==> config.mk <==
export PLATFORM = sky130hd
export DESIGN_NAME = esr_sysreg_bank
export DESIGN_NICKNAME = d
export VERILOG_FILES = /design/src/logic/esr_pkg.sv /design/src/logic/esr_reg64.sv /design/src/logic/esr_sysreg_bank.sv
export SDC_FILE = /design/constraint.sdc
export NUM_CORES = 1
export LEC_CHECK = 0
export BUFFER_PORTS_ARGS = -buffer_cell sky130_fd_sc_hd__buf_2
export CORE_MARGIN = 4
export CORE_UTILIZATION = 30
export CTS_CLUSTER_DIAMETER = 200
export DETAILED_ROUTE_END_ITERATION = 12
export GPL_TIMING_DRIVEN = 0
export PLACE_DENSITY = 0.45
export SLEW_MARGIN = 40
export SYNTH_ARGS = -nofsm -noshare
export SYNTH_HDL_FRONTEND = slang
export SYNTH_SLANG_ARGS = --single-unit
==> constraint.sdc <==
create_clock -name clk_i -period 9.6 [get_ports clk_i]
set_input_delay 2.88 -clock clk_i [delete_from_list [all_inputs] [get_ports clk_i]]
set_output_delay 2.88 -clock clk_i [all_outputs]
set_load 0.05 [all_outputs]
==> src/logic/esr_pkg.sv <==
package esr_pkg;
   // system register move encoding fields
   localparam logic [1:0] ESR_OP0 = 2'h3;
   localparam logic [2:0] ESR_OP1 = 3'h6;
   localparam logic [3:0] ESR_CRN = 4'hF;
   localparam logic [3:0] ESR_CRM_PPM = 4'h2;
   localparam logic [2:0] ESR_OP2_PPM = 3'h6;
   localparam logic [3:0] ESR_CRM_AUX = 4'h4;
   localparam logic [2:0] ESR_OP2_AUX = 3'h0;
   localparam logic [3:0] ESR_CRM_ATTR = 4'h7;
   localparam logic [2:0] ESR_OP2_ATTR = 3'h0;
   localparam logic [3:0] ESR_CRM_PATCH = 4'h8;
   localparam logic [2:0] ESR_OP2_PSEL = 3'h0;
   localparam logic [2:0] ESR_OP2_PCTL = 3'h1;
   localparam logic [2:0] ESR_OP2_POPC = 3'h2;
   // exception level granting access
   localparam logic [1:0] ESR_TOP_LEVEL = 2'h3;
   // walk attribute override layout
   localparam int ESR_ATTR_VAL_LSB = 8;
   localparam int ESR_ATTR_EN_LSB = 0;
   localparam logic [63:0] ESR_ATTR_WMASK = 64'h0000_0000_0000_0F0F;
   localparam logic [63:0] ESR_ATTR_RESET = 64'h0;
   localparam logic [63:0] ESR_OPAQUE_RESET = 64'h0;
   // patch entries and selector index field
   localparam int ESR_PATCH_ENTRIES = 4;
   localparam int ESR_PATCH_IDX_W = 2;

   typedef struct packed {
      logic [1:0] op0;
      logic [2:0] op1;
      logic [3:0] crn;
      logic [3:0] crm;
      logic [2:0] op2;
   } esr_enc_t;

   typedef enum logic [5:0] {
      ESR_SEL_NONE = 6'h01,
      ESR_SEL_PPM = 6'h02,
      ESR_SEL_AUX = 6'h04,
      ESR_SEL_ATTR = 6'h08,
      ESR_SEL_PSEL = 6'h10,
      ESR_SEL_PENT = 6'h20
   } esr_sel_t;
endpackage

==> src/logic/esr_reg64.sv <==
`timescale 1ns/10ps
module esr_reg64
   import esr_pkg::*;
#(
   parameter logic [63:0] RESET_VALUE = 64'h0,
   parameter logic [63:0] WRITE_MASK = 64'hFFFF_FFFF_FFFF_FFFF
) (
   // clock and reset
   input wire logic clk_i,
   input wire logic resetn_i,
   // write side
   input wire logic wr_i,
   input wire logic [63:0] wdata_i,
   // stored value
   output logic [63:0] q_o
);
   always_ff @(posedge clk_i) begin
      if (!resetn_i) begin
         q_o <= RESET_VALUE;
      end else if (wr_i) begin
         q_o <= wdata_i & WRITE_MASK;
      end
   end
endmodule

==> src/logic/esr_sysreg_bank.sv <==
`timescale 1ns/10ps
// What this block does
// - Walk value bits 11..8 drive page attribute bits 3..0 on every walk when enabled, with no level check.
// - An attribute bit whose enable (bits 3..0) is clear is driven zero on walks.
// - The walk attribute register resets to zero with bits 63..12 and 7..4 reserved zero.
// - Any access below exception level 3 is flagged undefined and changes nothing.
// - Walk attribute register sits at op0 3, op1 6, CRn 15, CRm 7, op2 0 for reads and writes.
// - Patch select, control and opcode sit at CRm 8 with op2 0, 1 and 2.
// - Power control sits at CRm 2 op2 6 and auxiliary control at CRm 4 op2 0.
// - The selector value picks which patch entry later patch accesses reach.
// - Patch control and opcode act on the entry chosen by the selector index.
// - The four opaque registers (power, auxiliary, patch control, patch opcode) are 64-bit storage with no field decoding.
module esr_sysreg_bank
   import esr_pkg::*;
(
   // clock and reset
   input wire logic clk_i,
   input wire logic resetn_i,
   // system register move request
   input wire logic req_valid_i,
   input wire logic req_write_i,
   input wire esr_enc_t req_enc_i,
   input wire logic [1:0] req_level_i,
   input wire logic [63:0] req_wdata_i,
   // move response
   output logic resp_valid_o,
   output logic resp_undef_o,
   output logic [63:0] resp_rdata_o,
   // table walk side
   output logic [3:0] page_hw_attribute_bits_o,
   output logic [3:0] walk_attr_enable_o,
   // opaque control contents
   output logic [63:0] power_perf_control_six_o,
   output logic [63:0] aux_control_top_level_o
);
   esr_sel_t sel;
   logic hit;
   logic allowed;
   logic wr_ppm;
   logic wr_aux;
   logic wr_attr;
   logic wr_psel;
   logic wr_pctl;
   logic wr_popc;
   logic [63:0] power_perf_control_six;
   logic [63:0] aux_control_top_level;
   logic [63:0] walk_attr_override;
   logic [63:0] patch_entry_select;
   logic [63:0] patch_entry_control [ESR_PATCH_ENTRIES];
   logic [63:0] patch_entry_opcode [ESR_PATCH_ENTRIES];
   logic [ESR_PATCH_IDX_W-1:0] patch_idx;
   logic [63:0] next_rdata;

   // encoding decode
   always_comb begin
      sel = ESR_SEL_NONE;
      if (req_enc_i.op0 == ESR_OP0 && req_enc_i.op1 == ESR_OP1 && req_enc_i.crn == ESR_CRN) begin
         if (req_enc_i.crm == ESR_CRM_PPM && req_enc_i.op2 == ESR_OP2_PPM) begin
            sel = ESR_SEL_PPM;
         end else if (req_enc_i.crm == ESR_CRM_AUX && req_enc_i.op2 == ESR_OP2_AUX) begin
            sel = ESR_SEL_AUX;
         end else if (req_enc_i.crm == ESR_CRM_ATTR && req_enc_i.op2 == ESR_OP2_ATTR) begin
            sel = ESR_SEL_ATTR;
         end else if (req_enc_i.crm == ESR_CRM_PATCH) begin
            if (req_enc_i.op2 == ESR_OP2_PSEL) begin
               sel = ESR_SEL_PSEL;
            end else if (req_enc_i.op2 == ESR_OP2_PCTL || req_enc_i.op2 == ESR_OP2_POPC) begin
               sel = ESR_SEL_PENT;
            end
         end
      end
   end

   assign hit = (sel != ESR_SEL_NONE);
   // lower levels never reach storage
   assign allowed = req_valid_i && hit && (req_level_i == ESR_TOP_LEVEL);
   assign wr_ppm = allowed && req_write_i && (sel == ESR_SEL_PPM);
   assign wr_aux = allowed && req_write_i && (sel == ESR_SEL_AUX);
   assign wr_attr = allowed && req_write_i && (sel == ESR_SEL_ATTR);
   assign wr_psel = allowed && req_write_i && (sel == ESR_SEL_PSEL);
   assign wr_pctl = allowed && req_write_i && (sel == ESR_SEL_PENT)
                    && (req_enc_i.op2 == ESR_OP2_PCTL);
   assign wr_popc = allowed && req_write_i && (sel == ESR_SEL_PENT)
                    && (req_enc_i.op2 == ESR_OP2_POPC);

   // selector index in low bits
   assign patch_idx = patch_entry_select[ESR_PATCH_IDX_W-1:0];

   esr_reg64 #(
      .RESET_VALUE(ESR_OPAQUE_RESET)
   ) u_ppm (
      .clk_i(clk_i),
      .resetn_i(resetn_i),
      .wr_i(wr_ppm),
      .wdata_i(req_wdata_i),
      .q_o(power_perf_control_six)
   );

   esr_reg64 #(
      .RESET_VALUE(ESR_OPAQUE_RESET)
   ) u_aux (
      .clk_i(clk_i),
      .resetn_i(resetn_i),
      .wr_i(wr_aux),
      .wdata_i(req_wdata_i),
      .q_o(aux_control_top_level)
   );

   esr_reg64 #(
      .RESET_VALUE(ESR_ATTR_RESET),
      .WRITE_MASK(ESR_ATTR_WMASK)
   ) u_attr (
      .clk_i(clk_i),
      .resetn_i(resetn_i),
      .wr_i(wr_attr),
      .wdata_i(req_wdata_i),
      .q_o(walk_attr_override)
   );

   esr_reg64 #(
      .RESET_VALUE(ESR_OPAQUE_RESET)
   ) u_psel (
      .clk_i(clk_i),
      .resetn_i(resetn_i),
      .wr_i(wr_psel),
      .wdata_i(req_wdata_i),
      .q_o(patch_entry_select)
   );

   // patch entries addressed through the selector
   always_ff @(posedge clk_i) begin
      if (!resetn_i) begin
         for (int i = 0; i < ESR_PATCH_ENTRIES; i++) begin
            patch_entry_control[i] <= ESR_OPAQUE_RESET;
         end
      end else if (wr_pctl) begin
         patch_entry_control[patch_idx] <= req_wdata_i;
      end
   end

   always_ff @(posedge clk_i) begin
      if (!resetn_i) begin
         for (int i = 0; i < ESR_PATCH_ENTRIES; i++) begin
            patch_entry_opcode[i] <= ESR_OPAQUE_RESET;
         end
      end else if (wr_popc) begin
         patch_entry_opcode[patch_idx] <= req_wdata_i;
      end
   end

   // read mux
   always_comb begin
      next_rdata = 64'h0;
      case (sel)
         ESR_SEL_PPM: next_rdata = power_perf_control_six;
         ESR_SEL_AUX: next_rdata = aux_control_top_level;
         ESR_SEL_ATTR: next_rdata = walk_attr_override & ESR_ATTR_WMASK;
         ESR_SEL_PSEL: next_rdata = patch_entry_select;
         ESR_SEL_PENT: begin
            if (req_enc_i.op2 == ESR_OP2_PCTL) begin
               next_rdata = patch_entry_control[patch_idx];
            end else begin
               next_rdata = patch_entry_opcode[patch_idx];
            end
         end
         default: next_rdata = 64'h0;
      endcase
   end

   // response, one cycle after the request
   always_ff @(posedge clk_i) begin
      if (!resetn_i) begin
         resp_valid_o <= 1'b0;
         resp_undef_o <= 1'b0;
         resp_rdata_o <= 64'h0;
      end else begin
         resp_valid_o <= req_valid_i;
         resp_undef_o <= req_valid_i && !allowed;
         if (allowed && !req_write_i) begin
            resp_rdata_o <= next_rdata;
         end else begin
            resp_rdata_o <= 64'h0;
         end
      end
   end

   // walk attribute outputs
   always_ff @(posedge clk_i) begin
      if (!resetn_i) begin
         page_hw_attribute_bits_o <= 4'h0;
         walk_attr_enable_o <= 4'h0;
      end else begin
         page_hw_attribute_bits_o <= walk_attr_override[ESR_ATTR_VAL_LSB +: 4]
                                     & walk_attr_override[ESR_ATTR_EN_LSB +: 4];
         walk_attr_enable_o <= walk_attr_override[ESR_ATTR_EN_LSB +: 4];
      end
   end

   always_ff @(posedge clk_i) begin
      if (!resetn_i) begin
         power_perf_control_six_o <= 64'h0;
         aux_control_top_level_o <= 64'h0;
      end else begin
         power_perf_control_six_o <= power_perf_control_six;
         aux_control_top_level_o <= aux_control_top_level;
      end
   end
endmodule

# Word-level counts from Yosys, hierarchy flattened
# Memory sizes are Yosys's and may differ from the RTL's. A register that Yosys moved wholly into a read port is not among the register bits.
# Index checks and enable logic that the tools add are counted.
[word_totals]
output_inout_bits = 202
reg_bits = 402
word_cells = 81
mem_count = 2
ram_bits = 512
inputBits = 86
[classes]
eq_ne = 17
mux = 26
reduce_logical = 24
bitwise = 1
[memory_table]
columns = ["name", "depth", "width", "rd", "rd_clocked_by_memory_dff", "write_ports", "line_no", "source"]
rows = [
  ["patch_entry_control", 4, 64, 1, 1, 4, "esr_sysreg_bank.sv:49", "logic [63:0] patch_entry_control [ESR_PATCH_ENTRIES];"],
  ["patch_entry_opcode", 4, 64, 1, 1, 4, "esr_sysreg_bank.sv:50", "logic [63:0] patch_entry_opcode [ESR_PATCH_ENTRIES];"],
]
[ops]
columns = ["cell", "count"]
rows = [
  ["64-bit one-hot mux with 5 select lines", 1],
  ["64-bit 2-to-1 mux", 3],
  ["64-bit OR reduction", 2],
  ["6-bit 2-to-1 mux", 7],
  ["1-bit logical AND", 17],
  ["2-bit 2-to-1 mux", 6],
  ["1-bit 2-to-1 mux", 9],
  ["4-bit by 3-bit == test with 1-bit output (second input constant)", 2],
  ["4-bit == test (second input constant)", 2],
  ["3-bit == test (second input constant)", 2],
  ["6-bit by 2-bit == test with 1-bit output (second input constant)", 1],
  ["6-bit by 3-bit == test with 1-bit output (second input constant)", 1],
  ["6-bit by 4-bit == test with 1-bit output (second input constant)", 1],
  ["6-bit by 5-bit == test with 1-bit output (second input constant)", 1],
  ["6-bit == test (second input constant)", 1],
  ["6-bit by 1-bit != test with 1-bit output (second input constant)", 1],
  ["4-bit bitwise AND", 1],
  ["2-bit == test (second input constant)", 2],
  ["4-bit by 2-bit == test with 1-bit output (second input constant)", 1],
  ["3-bit by 1-bit == test with 1-bit output (second input constant)", 1],
  ["3-bit by 2-bit == test with 1-bit output (second input constant)", 1],
  ["3-bit zero test", 1],
  ["1-bit zero test", 2],
  ["2-bit AND reduction", 1],
  ["1-bit logical OR", 1],
]

# Longest topological paths before layout
[logic_depth]
word_depth = 20
mapped_depth = 8
ltp_nobuf = 5

# Modules after synthesis
# Synthesis repeated with hierarchy kept, for this count alone.
[unflattened]
hier_cells = 2843
area_unflattened_um2 = 37320.8
[modules_own_cells]
columns = ["module", "area_per_inst_um2", "n_inst", "cells_per_inst", "seq_area_each_um2"]
rows = [
  ["esr_sysreg_bank", 29241.8, 1, 2143, 19418.6],
  ["esr_reg64 (u_aux ...)", 2451.1, 3, 206, 1281.2],
  ["esr_reg64 (u_attr)", 725.7, 1, 82, 160.2],
]

# Least setup slack after synthesis
# OpenSTA, ideal clock, no wires.
[synth_path]
kind = "input port to flip-flop"
from = "input req_enc_i[9] (netlist name)"
to = "memory patch_entry_control[2][0], enable pin"
cell_stages = 7
setup_slack_ns = 0.403
t_required_ns = 9.026
n_path_buf = 2
arrival_time_ns = 8.623
setup_ns = 0.574
path_cell_list = "nand4_2 nor4_4 and4_1 buf_2 clkbuf_1 nand2_1 o21ai_0"
[synth_lines]
columns = ["item", "line_no", "source"]
rows = [
  ["start, declared", "esr_sysreg_bank.sv:22", "input wire esr_enc_t req_enc_i,"],
  ["end, declared", "esr_sysreg_bank.sv:49", ""],
]

# Worst setup path after layout
[layout_path]
from = "input req_enc_i[9] (netlist name)"
to = "register resp_rdata_o[48]"
[layout_between]
elab_chain_cells = 8
elab_cells_between_ends = 14
cone_classes = "eq/ne (7); mux (2); reduce/logical (5)"
[layout_rtl]
columns = ["item", "line_no", "source"]
rows = [
  ["4-bit == test *", "esr_sysreg_bank.sv:57", "if (req_enc_i.op0 == ESR_OP0 && req_enc_i.op1 == ESR_OP1 && req_enc_i.crn == ESR_CRN) begin"],
  ["1-bit logical AND *", "esr_sysreg_bank.sv:57", ""],
  ["6-bit 2-to-1 mux *", "esr_sysreg_bank.sv:57", ""],
  ["6-bit by 1-bit != test with 1-bit output", "esr_sysreg_bank.sv:74", "assign hit = (sel != ESR_SEL_NONE);"],
  ["1-bit logical AND (2 in series)", "esr_sysreg_bank.sv:76", "assign allowed = req_valid_i && hit && (req_level_i == ESR_TOP_LEVEL);"],
  ["1-bit logical AND", "esr_sysreg_bank.sv:179", "if (allowed && !req_write_i) begin"],
  ["2-bit AND reduction (no source line)", "-", ""],
  ["end signal, assigned", "esr_sysreg_bank.sv:180", "resp_rdata_o <= next_rdata;"],
  ["end, declared", "esr_sysreg_bank.sv:28", "output logic [63:0] resp_rdata_o,"],
]
# Every way passes the cells marked *; elsewhere a longest branch is shown, timed or not.
# A chain may end at the register's enable or synchronous reset.

==> flow_summary_export.csv <==
group,metric,value,unit
detailed_routing,ant_nets,0,
synthesis,ys.flop_type,"edfxtp_1",
layout,fillers,12100,
timing,worstMarginPinSlew,0.931,ns
clock_tree,cts.htree.levels,3,
detailed_routing,highest-signal-layer,"met5",
power_and_ir_drop,vdd_drop_max,0.135,mV
timing,fin_skew,0.0253,ns
global_route,grt_pass1_vias,25400,
placed_design,portBuffers,285,
placed_design,gp_congestion,0.799,
run_status,outcome,"finished clean",
floorplan,boundaryPins,288,
detailed_routing,met3WireLength,9260,microns
layout,multi_input_area,0.0127,sq mm
critical_path,cp_max_fo,10,
clock_tree,cts_setup_buffers,0,
timing,setup_violations,0,
detailed_routing,drc,0,
synthesis,synth_compound_gate_area_share,0.0741,
synthesis,synth_nets,2989,
clock_tree,clk_latency,0.68,ns
synthesis,yosysSeqAreaShare,0.632,
synthesis,netlist_top_cells_count,"and2_1 (519), edfxtp_1 (512), dfxtp_1 (404), nand2_1 (393), clkbuf_1 (246)",
synthesis,synthAdderAreaFrac,0,
timing,relSlewSlack,0.379,
critical_path,arrival,6.31,ns
global_route,grt_max_degree,29,
synthesis,async_flop_share,0,
synthesis,post-synth-top-count-cell,"and2_1",
synthesis,synth_edf_count,512,
detailed_routing,met1_length,63000,microns
clock_tree,cts_root_buf,"clkbuf_16",
floorplan,design.die.area,0.129,sq mm
critical_path,criticalPathCategory,"input pin to flip-flop",
global_route,grt_pass1_wl,192000,microns
synthesis,synth.distinct_cells,39,
timing,rsz0062_at_grt,"no",
clock_tree,clkTransAtPathRegs,0.06,ns
detailed_routing,drt-total-wl,133000,microns
clock_tree,cts_inserted_buffers,107,
synthesis,synth-xor-area-share,0,
synthesis,synth-simple-area-share,0.166,
synthesis,synthMuxAreaShare,0.0981,
layout,area_growth,21.1,%
flow_run,cap_violations,0,
global_route,grt_overflow,0,
critical_path,start_kind,"input pin",
timing,drv_slew,0,
synthesis,yosys-top-cells-area,"edfxtp_1 (41%), dfxtp_1 (22%), and2_1 (8.7%)",
power_and_ir_drop,power_density,193,mW/mm^2
floorplan,die_x,360,microns
layout,nNetsFinal,3420,
layout,ff_latch_area,0.0235,sq mm
hold_path,hp-class,"flip-flop to flip-flop",
layout,final_cell_area,0.0450,sq mm
synthesis,synth_top_family_by_area,"simple AND/OR/NAND/NOR gates",
synthesis,ys_ff_latch,916,
timing,period_needed,5.80,ns
detailed_routing,wl_met2,58600,microns
timing,finalCritPeriodShare,0.605,
timing,tns,0,ns
synthesis,synth.top_cell.area_share,0.414,
placed_design,dp_hpwl,95100,microns
clock_tree,cts_resized,0,
power_and_ir_drop,leakage,0.0166,uW
synthesis,avgSynthCellArea,12.8,sq um
global_route,grt_antenna_before_repair,15,
synthesis,synth_area,0.0371,sq mm
placed_design,place_area,0.0414,sq mm
timing,finalHoldViolCount,0,
synthesis,synth_cells,2903,
clock_tree,cts_hold_buf,0,
critical_path,endpoint_kind,"flip-flop",
critical_path,required,10.11,ns
placed_design,dpl_worst_slack,3.28,ns
layout,final_util,0.368,
floorplan,rows,128,
layout,drive_above_1_share,0.222,
clock_tree,tritoncts,"done",
timing,finalWorstSetupSlack,3.80,ns
floorplan,coreArea,0.122,sq mm
clock_tree,cts.sinks,916,
global_route,grt_usage,0.202,
detailed_routing,wl_per_cell,26.3,microns
clock_tree,cts_buffer_depth,3,
detailed_routing,dr_total_vias,24700,
floorplan,start_util,0.304,
detailed_routing,routed_via_density,4.89,
timing,max_freq,172,MHz
synthesis,yosysTopAreaCell,"edfxtp_1",
detailed_routing,drt-initial-drc-count,2389,
detailed_routing,drtPass1Iterations,6,
synthesis,yosysWarnings,0,
floorplan,die_h,360,microns
==> per-layer routing <==
metal,track usage,vias to the layer above
met1,0.294,12500
met5,0,-
met3,0.0474,163
li1,-,11200
met4,0.0391,4
met2,0.310,828
==> cell type report <==
cell class                      count  share of cell area
Clock inverter                     44             0.00731
Clock buffer                      153              0.0714
Timing Repair Buffer              322              0.0468
Buffer                            289              0.0260
Tap cell                         1625              0.0452
Multi-Input combinational cell   1697               0.281
Antenna cell                        9            0.000501
Sequential cell                   916               0.521
Inverter                            1           0.0000834
==> kinds of logic (layout without fill, tap and decap cells) <==
family / count (synthesis) / in the layout
compound gates: 340 / 340
buf+inv: 290 / 809
flops: 916 / 916
mux: 196 / 196
other cells: 0 / 9
simple gates: 1161 / 1161
==> per-stage QoR <==
step,total power (uW),cells,hold WS (ns)
5_1_grt,8940,5047,0.487
2_1_floorplan,4480,2903,0.440
6_report,8670,5056,0.464
4_1_cts,8770,5047,0.465
3_3_place_gp,4640,4813,0.448
3_5_place_dp,4650,4850,0.457
==> cells in the final DEF, fill, tap and decap left out, drive strengths merged, types with 56 or more instances in the layout <==
master	count
a22o	56
nand2	393
edfxtp	512
dfxtp	404
clkbuf	399
and3	139
a222oi	64
buf	365
mux2	64
mux4	128
nor2	68
and2	521
a21boi	184
==> flip-flops by register name (all words and copies together), names as in the netlist, named ones only <==
signal,cells
patch_entry_control,256
patch_entry_opcode,256
aux_control_top_level_o,64
power_perf_control_six_o,64
resp_rdata_o,64
u_aux.q_o,64
u_ppm.q_o,64
u_psel.q_o,64
u_attr.q_o,8
page_hw_attribute_bits_o,4
walk_attr_enable_o,4
resp_undef_o,1
resp_valid_o,1
==> report_power, final <==
part | internal, uW | switching [uW]
registers | 4220 | 22.6
clock network | 2420 | 1690
logic | 113 | 205
total | 6760 | 1910
==> final timing paths <==
path / start / endpoint / slack (ns) / depth (start not counted)
hold / removal: u_psel.q_o[38] / u_psel.q_o[38] / 0.46 / 2
hold reg to reg: u_psel.q_o[38] / u_psel.q_o[38] / 0.46 / 2
setup reg to reg: flip-flop / resp_rdata_o[4] / 6.62 / 6
setup / recovery: req_enc_i[9] / resp_rdata_o[48] / 3.80 / 9
==> worst max-delay path, stage by stage <==
cell,delay [ns]
buf_2,0.08
nand4_2,0.14
nor4_4,0.62
and4_1,0.30
buf_2,0.27
buf_2,0.50
buf_1,0.74
a222oi_1,0.21
nor2_1,0.55
(Power assumes the default switching activity.)
